**config.mk**
```make
export PLATFORM = sky130hd
export DESIGN_NAME = bfs_device_flat
export DESIGN_NICKNAME = d
export VERILOG_FILES = /design/src/bfs_pkg.sv /design/src/bfs_if.sv /design/src/bfs_device.sv /design/src/bfs_filter.sv /design/src/flat_wrapper.sv
export VERILOG_INCLUDE_DIRS = /design/src
export SDC_FILE = /design/constraint.sdc
export NUM_CORES = 1
export LEC_CHECK = 0
export BUFFER_PORTS_ARGS = -buffer_cell sky130_fd_sc_hd__buf_4
export CAP_MARGIN = 20
export CORE_MARGIN = 2
export CORE_UTILIZATION = 48
export CTS_BUF_LIST = sky130_fd_sc_hd__clkbuf_8
export CTS_CLUSTER_DIAMETER = 40
export DETAILED_ROUTE_END_ITERATION = 10
export PLACE_DENSITY = 0.63
export SKIP_LAST_GASP = 1
export SLEW_MARGIN = 20
export SYNTH_ARGS = -nofsm -noshare
export SYNTH_HDL_FRONTEND = slang
export SYNTH_SLANG_ARGS = --single-unit
```
**constraint.sdc**
```tcl
create_clock -name mclk -period 2.9 [get_ports mclk]
set_input_delay 0.725 -clock mclk [delete_from_list [all_inputs] [get_ports mclk]]
set_output_delay 0.725 -clock mclk [all_outputs]
set_load 0.1 [all_outputs]
```
**src/bfs_map.svh**
```systemverilog
`ifndef BFS_MAP_SVH
`define BFS_MAP_SVH
`define BFS_CLK_MHZ 50
`define BFS_FILT_US 64
`define BFS_SC_FILT_US 6
`define BFS_RL_SINK_MIN_US 32
`define BFS_RL_SINK_MAX_US 64
`define BFS_FILT_CYC (`BFS_FILT_US * `BFS_CLK_MHZ)
`define BFS_SC_FILT_CYC (`BFS_SC_FILT_US * `BFS_CLK_MHZ)
`define BFS_RL_SINK_CYC (((`BFS_RL_SINK_MIN_US + `BFS_RL_SINK_MAX_US) / 2) * `BFS_CLK_MHZ)
`define BFS_CHARGE_PUMP_LOW_FLAG_CYC 3200
`define BFS_ADDR_STATUS 8'h00
`define BFS_ADDR_CTRL 8'h04
`define BFS_ADDR_CMD 8'h08
`define BFS_ADDR_GATES 8'h0c
`define BFS_CTRL_OVSEL 0
`define BFS_CTRL_RECDIS 1
`define BFS_CTRL_EXTTS 2
`define BFS_CTRL_EN 3
`define BFS_GATES_DIR 0
`define BFS_GATES_PWM 1
`define BFS_CMD_CLEAR 0
`define BFS_CMD_WDRST 1
`define BFS_WD_CYC 3000000
`endif

```
**src/bfs_pkg.sv**
```systemverilog
package bfs_pkg;
	typedef enum logic [1:0] {
		BFS_G_SINK,
		BFS_G_SOURCE,
		BFS_G_RL,
		BFS_G_TRI
	} bfs_gate_t;
	typedef enum logic [1:0] {
		BFS_RL_IDLE,
		BFS_RL_SINKING,
		BFS_RL_RESIST
	} bfs_rl_st_t;
endpackage : bfs_pkg

```
**src/bfs_if.sv**
```systemverilog
`timescale 1ns/1ps
interface bfs_if;
	logic en;
	logic dir;
	logic pwm;
	logic [1:0] hb_cmd;
	logic ovsel;
	logic recdis;
	logic ext_ts;
	logic clear_pulse;
	logic wd_restart;
	logic [9:0] flags;
	logic [1:0] gh;
	logic [1:0] gl;
	logic cp_enable;
	modport device (
		input en, dir, pwm, hb_cmd, ovsel, recdis, ext_ts, clear_pulse, wd_restart,
		output flags, gh, gl, cp_enable
	);
	modport host (
		output en, dir, pwm, hb_cmd, ovsel, recdis, ext_ts, clear_pulse, wd_restart,
		input flags, gh, gl, cp_enable
	);
endinterface : bfs_if

```
**src/bfs_device.sv**
```systemverilog
`timescale 1ns/1ps
`include "bfs_map.svh"
module bfs_device #(
	parameter int FILT_CYC = `BFS_FILT_CYC,
	parameter int SC_CYC = `BFS_SC_FILT_CYC,
	parameter int RL_CYC = `BFS_RL_SINK_CYC,
	parameter int CP_CYC = `BFS_CHARGE_PUMP_LOW_FLAG_CYC,
	parameter int WD_CYC = `BFS_WD_CYC
) (
	input wire logic mclk,
	input wire logic rst_b,
	bfs_if.device bus,
	input wire logic ov_hi_raw,
	input wire logic ov_lo_raw,
	input wire logic uv_raw,
	input wire logic charge_pump_low_flag_raw,
	input wire logic tw_raw,
	input wire logic tsd_raw,
	input wire logic tsd_release_raw,
	input wire logic ext_off_raw,
	input wire logic stuck_raw,
	input wire logic [1:0] sc_raw
);
	// flags: 0 ov,1 uv,2 charge_pump_low_flag,3 tw,4 tsd,5 wdto,6 ext,7 sc0,8 sc1,9 global
	localparam int NRAW = 10;
	logic [NRAW-1:0] s1_ff;
	logic [NRAW-1:0] s2_ff;
	logic [1:0] sc1_ff;
	logic [1:0] sc2_ff;
	logic [NRAW-1:0] raw;
	logic ovd;
	logic [1:0] schit;
	logic ov_hit, uv_hit, cp_hit, tw_hit, tsd_hit, ext_hit;
	logic [9:0] flag_ff;
	logic glob_ff;
	logic [31:0] wd_ff;
	logic wd_to;
	logic cp_en_ff;
	logic [1:0] gh_ff, gl_ff;
	bfs_pkg::bfs_rl_st_t rl_st_ff;
	logic [31:0] rl_cnt_ff;
	logic rl_fail, rl_any, sink_all, ext_now;
	logic [1:0] hb_sink;
	assign raw = {stuck_raw, tsd_release_raw, ext_off_raw, tsd_raw, tw_raw, charge_pump_low_flag_raw,
		uv_raw, ov_lo_raw, ov_hi_raw, 1'b0};
	always_ff @(posedge mclk or negedge rst_b) begin
		if (!rst_b) begin
			s1_ff <= '0;
			s2_ff <= '0;
			sc1_ff <= 2'h0;
			sc2_ff <= 2'h0;
		end else begin
			s1_ff <= raw;
			s2_ff <= s1_ff;
			sc1_ff <= sc_raw;
			sc2_ff <= sc1_ff;
		end
	end
	// threshold select chooses which comparator feeds the filter
	assign ovd = bus.ovsel ? s2_ff[2] : s2_ff[1];
	bfs_filter #(.CYC(FILT_CYC)) u_ov (.mclk(mclk), .rst_b(rst_b), .cond(ovd), .hit(ov_hit));
	bfs_filter #(.CYC(FILT_CYC)) u_uv (.mclk(mclk), .rst_b(rst_b), .cond(s2_ff[3]),
		.hit(uv_hit));
	bfs_filter #(.CYC(CP_CYC)) u_cp (.mclk(mclk), .rst_b(rst_b),
		.cond(s2_ff[4] && cp_en_ff), .hit(cp_hit));
	bfs_filter #(.CYC(FILT_CYC)) u_tw (.mclk(mclk), .rst_b(rst_b), .cond(s2_ff[5]),
		.hit(tw_hit));
	bfs_filter #(.CYC(FILT_CYC)) u_tsd (.mclk(mclk), .rst_b(rst_b), .cond(s2_ff[6]),
		.hit(tsd_hit));
	bfs_filter #(.CYC(FILT_CYC)) u_ext (.mclk(mclk), .rst_b(rst_b),
		.cond(s2_ff[7] && bus.ext_ts), .hit(ext_hit));
	bfs_filter #(.CYC(SC_CYC)) u_sc0 (.mclk(mclk), .rst_b(rst_b),
		.cond(sc2_ff[0] && bus.en), .hit(schit[0]));
	bfs_filter #(.CYC(SC_CYC)) u_sc1 (.mclk(mclk), .rst_b(rst_b),
		.cond(sc2_ff[1] && bus.en), .hit(schit[1]));
	assign wd_to = (wd_ff >= WD_CYC - 1);
	always_ff @(posedge mclk or negedge rst_b) begin
		if (!rst_b) begin
			wd_ff <= 32'h0;
		end else if (bus.wd_restart || !bus.en || flag_ff[5]) begin
			wd_ff <= 32'h0;
		end else begin
			wd_ff <= wd_ff + 32'h1;
		end
	end
	// set wins over clear; tsd clears only once cooled below release
	always_ff @(posedge mclk or negedge rst_b) begin
		if (!rst_b) begin
			flag_ff <= 10'h0;
		end else begin
			flag_ff[0] <= ov_hit | (flag_ff[0] & ~bus.clear_pulse);
			flag_ff[1] <= uv_hit | (flag_ff[1] & ~bus.clear_pulse);
			flag_ff[2] <= cp_hit | (flag_ff[2] & ~bus.clear_pulse);
			flag_ff[3] <= tw_hit | (flag_ff[3] & ~bus.clear_pulse);
			flag_ff[4] <= tsd_hit | (flag_ff[4] & ~(bus.clear_pulse & s2_ff[8]));
			flag_ff[5] <= wd_to | (flag_ff[5] & ~bus.clear_pulse);
			flag_ff[6] <= ext_hit | (flag_ff[6] & ~bus.clear_pulse);
			flag_ff[7] <= schit[0] | (flag_ff[7] & ~bus.clear_pulse);
			flag_ff[8] <= schit[1] | (flag_ff[8] & ~bus.clear_pulse);
			flag_ff[9] <= s2_ff[9];
		end
	end
	// global error is registered so the flag word leaves the block from flops
	always_ff @(posedge mclk or negedge rst_b) begin
		if (!rst_b) begin
			glob_ff <= 1'b0;
		end else begin
			glob_ff <= flag_ff[9] | (|flag_ff[8:4]) | (|flag_ff[2:0]);
		end
	end
	// the pump stays off after ov/uv only while recovery is disabled
	always_ff @(posedge mclk or negedge rst_b) begin
		if (!rst_b) begin
			cp_en_ff <= 1'b0;
		end else begin
			cp_en_ff <= bus.en && !ovd && !s2_ff[3] && !flag_ff[4] && !tsd_hit
				&& !(bus.recdis && (flag_ff[0] || flag_ff[1]));
		end
	end
	assign rl_fail = flag_ff[4] | flag_ff[2] | (bus.ext_ts & flag_ff[6]);
	assign rl_any = rl_fail | !bus.en | flag_ff[9];
	// active-off mode acts at once and is not latched
	assign ext_now = !bus.ext_ts && s2_ff[7];
	assign sink_all = flag_ff[0] | flag_ff[1] | flag_ff[5] | ext_now;
	assign hb_sink = flag_ff[8:7];
	always_ff @(posedge mclk or negedge rst_b) begin
		if (!rst_b) begin
			rl_st_ff <= bfs_pkg::BFS_RL_RESIST;
			rl_cnt_ff <= 32'h0;
		end else begin
			case (rl_st_ff)
				bfs_pkg::BFS_RL_IDLE: begin
					rl_cnt_ff <= 32'h0;
					if (rl_fail) begin
						rl_st_ff <= bfs_pkg::BFS_RL_SINKING;
					end else if (rl_any) begin
						rl_st_ff <= bfs_pkg::BFS_RL_RESIST;
					end
				end
				bfs_pkg::BFS_RL_SINKING: begin
					rl_cnt_ff <= rl_cnt_ff + 32'h1;
					if (!rl_any) begin
						rl_st_ff <= bfs_pkg::BFS_RL_IDLE;
					end else if (rl_cnt_ff >= RL_CYC - 1) begin
						rl_st_ff <= bfs_pkg::BFS_RL_RESIST;
					end
				end
				bfs_pkg::BFS_RL_RESIST: begin
					rl_cnt_ff <= 32'h0;
					if (!rl_any) begin
						rl_st_ff <= bfs_pkg::BFS_RL_IDLE;
					end
				end
				default: rl_st_ff <= bfs_pkg::BFS_RL_RESIST;
			endcase
		end
	end
	// gh/gl coding: 1 = source; rl shows gh low with gl held by resistive state
	// resistive low lags the state by one cycle, the sink phase covers it
	always_ff @(posedge mclk or negedge rst_b) begin
		if (!rst_b) begin
			gh_ff <= 2'h0;
			gl_ff <= 2'h3;
		end else begin
			for (int i = 0; i < 2; i++) begin
				if (rl_st_ff == bfs_pkg::BFS_RL_RESIST) begin
					gh_ff[i] <= 1'b0;
					gl_ff[i] <= 1'b1;
				end else if (rl_st_ff != bfs_pkg::BFS_RL_IDLE || rl_any || sink_all
					|| hb_sink[i]) begin
					gh_ff[i] <= 1'b0;
					gl_ff[i] <= 1'b0;
				end else begin
					gh_ff[i] <= bus.hb_cmd[i];
					gl_ff[i] <= !bus.hb_cmd[i] && bus.pwm;
				end
			end
		end
	end
	assign bus.flags = {glob_ff, flag_ff[8:0]};
	assign bus.gh = gh_ff;
	assign bus.gl = gl_ff;
	assign bus.cp_enable = cp_en_ff;
endmodule : bfs_device

```
**src/bfs_filter.sv**
```systemverilog
`timescale 1ns/1ps
module bfs_filter #(
	parameter int CYC = 3200
) (
	input wire logic mclk,
	input wire logic rst_b,
	input wire logic cond,
	output logic hit
);
	logic [31:0] cnt_ff;
	always_ff @(posedge mclk or negedge rst_b) begin
		if (!rst_b) begin
			cnt_ff <= 32'h0;
		end else if (!cond) begin
			cnt_ff <= 32'h0;
		end else if (cnt_ff < CYC) begin
			cnt_ff <= cnt_ff + 32'h1;
		end
	end
	// hit once the condition has stayed on for the whole filter time
	assign hit = cond && (cnt_ff >= CYC - 1);
endmodule : bfs_filter

```
**src/flat_wrapper.sv**
```systemverilog
// flat-port wrapper written by rule: the top's interface ports become plain ports
module bfs_device_flat 
#(
	parameter int FILT_CYC = `BFS_FILT_CYC,
	parameter int SC_CYC = `BFS_SC_FILT_CYC,
	parameter int RL_CYC = `BFS_RL_SINK_CYC,
	parameter int CP_CYC = `BFS_CHARGE_PUMP_LOW_FLAG_CYC,
	parameter int WD_CYC = `BFS_WD_CYC
)
  (mclk, rst_b, ov_hi_raw, ov_lo_raw, uv_raw, charge_pump_low_flag_raw, tw_raw, tsd_raw, tsd_release_raw, ext_off_raw, stuck_raw, sc_raw, bus_en, bus_dir, bus_pwm, bus_hb_cmd, bus_ovsel, bus_recdis, bus_ext_ts, bus_clear_pulse, bus_wd_restart, bus_flags, bus_gh, bus_gl, bus_cp_enable);
  bfs_if bus_i ();
  input wire logic mclk;
  input wire logic rst_b;
  input wire logic ov_hi_raw;
  input wire logic ov_lo_raw;
  input wire logic uv_raw;
  input wire logic charge_pump_low_flag_raw;
  input wire logic tw_raw;
  input wire logic tsd_raw;
  input wire logic tsd_release_raw;
  input wire logic ext_off_raw;
  input wire logic stuck_raw;
  input wire logic [1:0] sc_raw;
  input wire logic [$bits(bus_i.en)-1:0] bus_en;
  input wire logic [$bits(bus_i.dir)-1:0] bus_dir;
  input wire logic [$bits(bus_i.pwm)-1:0] bus_pwm;
  input wire logic [$bits(bus_i.hb_cmd)-1:0] bus_hb_cmd;
  input wire logic [$bits(bus_i.ovsel)-1:0] bus_ovsel;
  input wire logic [$bits(bus_i.recdis)-1:0] bus_recdis;
  input wire logic [$bits(bus_i.ext_ts)-1:0] bus_ext_ts;
  input wire logic [$bits(bus_i.clear_pulse)-1:0] bus_clear_pulse;
  input wire logic [$bits(bus_i.wd_restart)-1:0] bus_wd_restart;
  output wire logic [$bits(bus_i.flags)-1:0] bus_flags;
  output wire logic [$bits(bus_i.gh)-1:0] bus_gh;
  output wire logic [$bits(bus_i.gl)-1:0] bus_gl;
  output wire logic [$bits(bus_i.cp_enable)-1:0] bus_cp_enable;
  assign bus_i.en = bus_en;
  assign bus_i.dir = bus_dir;
  assign bus_i.pwm = bus_pwm;
  assign bus_i.hb_cmd = bus_hb_cmd;
  assign bus_i.ovsel = bus_ovsel;
  assign bus_i.recdis = bus_recdis;
  assign bus_i.ext_ts = bus_ext_ts;
  assign bus_i.clear_pulse = bus_clear_pulse;
  assign bus_i.wd_restart = bus_wd_restart;
  assign bus_flags = bus_i.flags;
  assign bus_gh = bus_i.gh;
  assign bus_gl = bus_i.gl;
  assign bus_cp_enable = bus_i.cp_enable;
  bfs_device #(.FILT_CYC(FILT_CYC), .SC_CYC(SC_CYC), .RL_CYC(RL_CYC), .CP_CYC(CP_CYC), .WD_CYC(WD_CYC)) u_core (.mclk(mclk), .rst_b(rst_b), .bus(bus_i), .ov_hi_raw(ov_hi_raw), .ov_lo_raw(ov_lo_raw), .uv_raw(uv_raw), .charge_pump_low_flag_raw(charge_pump_low_flag_raw), .tw_raw(tw_raw), .tsd_raw(tsd_raw), .tsd_release_raw(tsd_release_raw), .ext_off_raw(ext_off_raw), .stuck_raw(stuck_raw), .sc_raw(sc_raw));
endmodule
```
Yosys cells after proc, flatten, opt, wreduce, memory -nomap -nowiden

Index checks and enable logic that the tools add are counted.

Bits in registers: 360
Bits of input ports: 23
ROM bits: 0
Latch bits: 0
Logic and storage cells: 169
Memories kept: 0
Output and inout bits: 15
RAM bits: 0

Order comparisons: 18
Multiplexer cells: 33
Equality and inequality tests: 13
Bitwise operators: 31
Add/subtract/negate cells: 10
Divide/modulo/power cells: 0
Shifts and indexed selects: 0
$mul: 0
Reductions and logical operators: 44

Operators by type and width:

| operator              | count |
|---|---|
| $mux 32               | 17 |
| $add 32x1->32 const B | 10 |
| $ge 32x12->1 const B  | 7 |
| $lt 32x12->1 const B  | 6 |
| $ge 32x9->1 const B   | 2 |
| $lt 32x9->1 const B   | 2 |
| $pmux 32 s2           | 1 |
| $ge 32x22->1 const B  | 1 |
| $logic_and 1x1->1     | 21 |
| $or 1x1->1            | 18 |
| $and 1x1->1           | 11 |
| $mux 2                | 5 |
| $ne 2x2->1 const B    | 5 |
| $logic_not 1->1       | 9 |
| $mux 1                | 9 |
| $ne 2x1->1 const B    | 4 |
| $logic_or 1x1->1      | 7 |
| $pmux 2 s3            | 1 |
| $reduce_or 5->1       | 1 |
| $reduce_bool 2->1     | 2 |
| $ne 3x1->1 const B    | 1 |
| $ne 3x3->1 const B    | 1 |
| $reduce_and 3->1      | 1 |
| $reduce_or 3->1       | 1 |
| other kinds (5)       | 6 |

Logic depth before layout (Yosys ltp)

Word-level depth: 9
Gate-level depth with buffers: 7
Gate-level depth less buffers: 6

Modules after synthesis

A second synthesis with hierarchy kept.

Cell total of the unflattened synthesis: 1486
Area total of the unflattened synthesis: 16304.4 um^2

By module, submodules not included:

| module                         | sequential area each (um^2) | instances | area each (um^2) | cells an instance |
|---|---|---|---|---|
| bfs_filter at u_core.u_cp ...  | 800.8                       | 6         | 1411.4           | 128 |
| bfs_device                     | 2606.2                      | 1         | 4928.5           | 486 |
| bfs_filter at u_core.u_sc0 ... | 800.8                       | 2         | 1453.9           | 116 |

Worst setup path after synthesis

Ideal clock, no wire load.

Path type: input to register
From: input bus_en
To: register u_core.gl_ff[0], in the netlist u_core.bus.gl[0]
Library setup time: 0.105 ns
Stages on the path: 4
Data arrival time: 1.971 ns
Path buffers: 1
Setup slack: 0.824 ns
Required time: 2.795 ns
Cells stage by stage: clkbuf_1 > nand3_1 > or4_1 > o41ai_1

Cells in the longest elaborated chain, start to end: 8

RTL lines:

| item                           | line               | RTL |
|---|---|---|
| start: declaration             | flat_wrapper.sv:24 | `input wire logic [$bits(bus_i.en)-1:0] bus_en;` |
| $logic_not 1->1                | bfs_device.sv:121  | `assign rl_any = rl_fail \| !bus.en \| flag_ff[9];` |
| $or 1x1->1 (2 in a row)        | bfs_device.sv:121  |  |
| $logic_or 1x1->1 (2 in a row)  | bfs_device.sv:169  | `end else if (rl_st_ff != bfs_pkg::BFS_RL_IDLE \|\| rl_any \|\| sink_all` |
| $logic_or 1x1->1               | bfs_device.sv:170  | `\|\| hb_sink[i]) begin` |
| $mux 1                         | bfs_device.sv:169  |  |
| $mux 1                         | bfs_device.sv:166  | `if (rl_st_ff == bfs_pkg::BFS_RL_RESIST) begin` |
| end signal: indexed assignment | bfs_device.sv:175  | `gl_ff[i] <= !bus.hb_cmd[i] && bus.pwm;` |
| end: declaration               | bfs_device.sv:39   | `logic [1:0] gh_ff, gl_ff;` |

Every way passes these cells.
A chain may end at the register's enable or synchronous reset.

Worst setup path in the final report

From: register u_core.cp_en_ff, in the netlist u_core.bus.cp_enable
To: output bus_cp_enable

RTL lines:

| item                     | line               | RTL |
|---|---|---|
| start: declaration       | bfs_device.sv:38   | `logic cp_en_ff;` |
| start signal: assignment | bfs_device.sv:116  | `cp_en_ff <= bus.en && !ovd && !s2_ff[3] && !flag_ff[4] && !tsd_hit` |
| end: declaration         | flat_wrapper.sv:36 | `output wire logic [$bits(bus_i.cp_enable)-1:0] bus_cp_enable;` |

No word-level cell between the ends.

==> results.toml <==
[drt]
route.vias.total = 10105
drc = 0
drtIter0Drc = 527
dr.pass1.iters = 4
drtAntennaViolNets = 0
avgViaCountPerCell = 5.34
routed_wl_mm = 27.6
wl_per_cell_microns = 14.6

[critical_path]
crit_chain = "buf_4"
r2r_start = "u_core.u_tw.cnt_ff[15]"
path_class = "reg -> out"
crit_path_end_kind = "output pin"
cpMaxStageDelayCell = "dfrtp_1"
cp_max_fo = 22
crit_buf_inv = 1
rr_worst_depth = 5
cp.arrival_ps = 1650
worstSetupStartpointType = "register"
worstSetupPathDepth = 1
endpoint = "bus_cp_enable"
cpPeakStageDelay_ps = 660
cp_top_family = "flip-flops"
startpoint = "u_core.bus.cp_enable"
ff2ff_setup_slack_ps = 640
worstReg2RegEnd = "u_core.u_tw.cnt_ff[9]"
required_ps = 2170

[grt]
antenna_found_initial = 0
grt_pass1_vias = 10309
overflow = 0
gr-usage-all-layers_pct = 17.7
grt_first_pass_wirelength_mm = 49.1
grt_max_degree = 79

[die]
die_h_microns = 182
dieArea_sq_um = 33000
rows = 65
num_io_pins = 38
die_x_microns = 182
initial_core_util_pct = 48.4
core_area_sq_um = 31300

[clock_tree]
cts_resized = 0
ctsLongestPathBuffers = 3
cts_tree = "yes"
cts-hold-fix-buffers = 0
post-cts-setup-buffer-count = 0
ctsRootBufferMaster = "clkbuf_8"
insertion_delay_ps = 580
numCtsBuffers = 67
cts.htree.levels = 3
cts_sinks = 360
cts.clk_slew.worst_paths_ps = 60

[synthesis]
yosysUniqueCellTypes = 61
synth_edf_count = 0
synth_fp_nets = 1412
synthArstFlopShare_pct = 100
yosysSeqAreaShare_pct = 59.5
yosysWarnings = 0
synth_area_sq_um = 15200
synthCells = 1379
ys.flop_type = "dfrtp_1"
ys_seq_elements = 360
avgSynthCellArea_sq_um = 11.0

[job]
max_cap_violations = 0

[placed_design]
dp_hpwl_mm = 17.1
place.gp.congestion = 0.776
io_buffer_count = 36
postPlaceCellArea_sq_um = 15900
dp_cells = 1771

[min_path]
hold_path.class = "in -> async"

[finish]
final_util_pct = 55.4
final_net_count = 1471
diodes = 0
fillCellCount = 2635
design_area_sq_um = 17300
final_cells = 1891
area_delta_synth_final_pct = 14.5
drive_gt1_share_pct = 12.0

[timing]
period_minus_slack_ps = 2380
slew-limit-headroom_pct = 43.5
finClkSkew_ps = 26.9
maxSlewViolCount = 0
rsz0062_at_grt = "false"
setup_tns_ps = 0
hold_viol_final = 0
worst_slew_pin_slew_ps = 844
fin_crit_sh_pct = 82.0
max_freq_ghz = 0.421
finalSetupViolations = 0

[power]
peakVddDrop_v = 0.000451
p_per_area_nw_per_um2 = 614
p_total_w = 0.0107
p_leak_nw = 8.33

[status]
status = "completed"
[cell families after synthesis]
group | Yosys count | share of synthesized area [%]
simple gates | 710 | 26.1
flops | 360 | 59.5
xor+xnor | 113 | 6.53
buf+inv | 94 | 2.63
compound gates | 77 | 3.48
mux | 15 | 0.991
fa+ha+maj | 10 | 0.826
[synth_stat cells (8+ instances only)]
cell        n  area, sq um
xor2_1     16          140
mux2i_1    15          150
ha_1       10          125
and3_1    107          669
nor4_1     74          463
nor2b_1    24          150
nand2b_1   14         87.6
and4_1     15          131
nand2_1    74          278
nand4_1    36          225
inv_1      24         90.1
and2_1     98          613
nor2_1    122          458
a21oi_1    18         90.1
buf_4      10         75.1
dfrtp_1   357         8930
or4_1       8         60.1
nand3_1    69          345
o21ai_0    11         55.1
xnor2_1    97          850
nor3_1     40          200
clkbuf_1   57          214
[area by class of cell]
type,instances,area (sq um),area share (%)
clock buffer,83,1140,6.58
sequential,360,9010,51.9
tap,402,503,2.90
clock inverter,37,327,1.88
inverter,24,90.1,0.519
multi-input combinational,925,5750,33.2
timing repair buffer,60,520,3.00
[power breakdown]
part	leakage, nW	internal (W)	switching, W
sequential	4.95	0.00507	0.0000410
clock	0.825	0.00313	0.00208
combinational	2.55	0.0000916	0.000239
total	8.33	0.00829	0.00236
[sequential cells by signal, summed over array words and instances, names as in the netlist, 10 cells and up]
register and cells:
u_core.u_tw.cnt_ff 32, u_core.u_tsd.cnt_ff 32, u_core.u_uv.cnt_ff 32, u_core.u_cp.cnt_ff 32, u_core.u_ext.cnt_ff 32, u_core.u_sc1.cnt_ff 32, u_core.wd_ff 32, u_core.u_ov.cnt_ff 32
u_core.rl_cnt_ff 32, u_core.flag_ff 10, u_core.u_sc0.cnt_ff 32
[metrics by stage]
stage                     worst slack, ps  hold slack, ps
after global placement                679             333
after floorplan                       824             331
after global routing                  395             174
final                                 522             136
after detailed placement              635             335
after CTS                             473             140
[metal layers]
| metal | share of wire, % | track usage [%] | up-vias |
|---|---|---|---|
| met5 | 0 | 0 | - |
| li1 | - | - | 4954 |
| met4 | 2.5 | 6.44 | 0 |
| met1 | 49 | 25.3 | 4955 |
| met2 | 45 | 27.0 | 133 |
| met3 | 3.5 | 3.61 | 63 |
[worst min-delay path by stage]
stage / start / to / slack, ps / cells past startpoint
2_1_floorplan: u_core.s2_ff[9] / u_core.flag_ff[9] / 330 / 0
3_3_place_gp: u_core.s1_ff[5] / u_core.s2_ff[5] / 330 / 0
3_5_place_dp: u_core.sc1_ff[0] / u_core.sc2_ff[0] / 330 / 0
4_1_cts: rst_b / u_core.wd_ff[8] / 140 / 1
5_1_grt: rst_b / u_core.wd_ff[14] / 170 / 1
6_report: rst_b / u_core.wd_ff[14] / 140 / 1
[layout by cell type (no fill, tap or decap), types with 10 or more instances in the layout]
master / count
nor2b_1: 24
and2_1: 98
and3_1: 107
nand3_1: 69
clkbuf_8: 83
ha_1: 10
a21oi_1: 18
inv_1: 44
mux2i_1: 14
nor3_1: 40
buf_4: 54
dfrtp_1: 357
xnor2_1: 97
o21ai_0: 11
nand4_1: 36
nand2_1: 74
nor4_1: 74
nand2b_1: 14
xor2_1: 16
and4_1: 15
nor2_1: 122
Note: power is estimated with default switching activity, not from simulation.
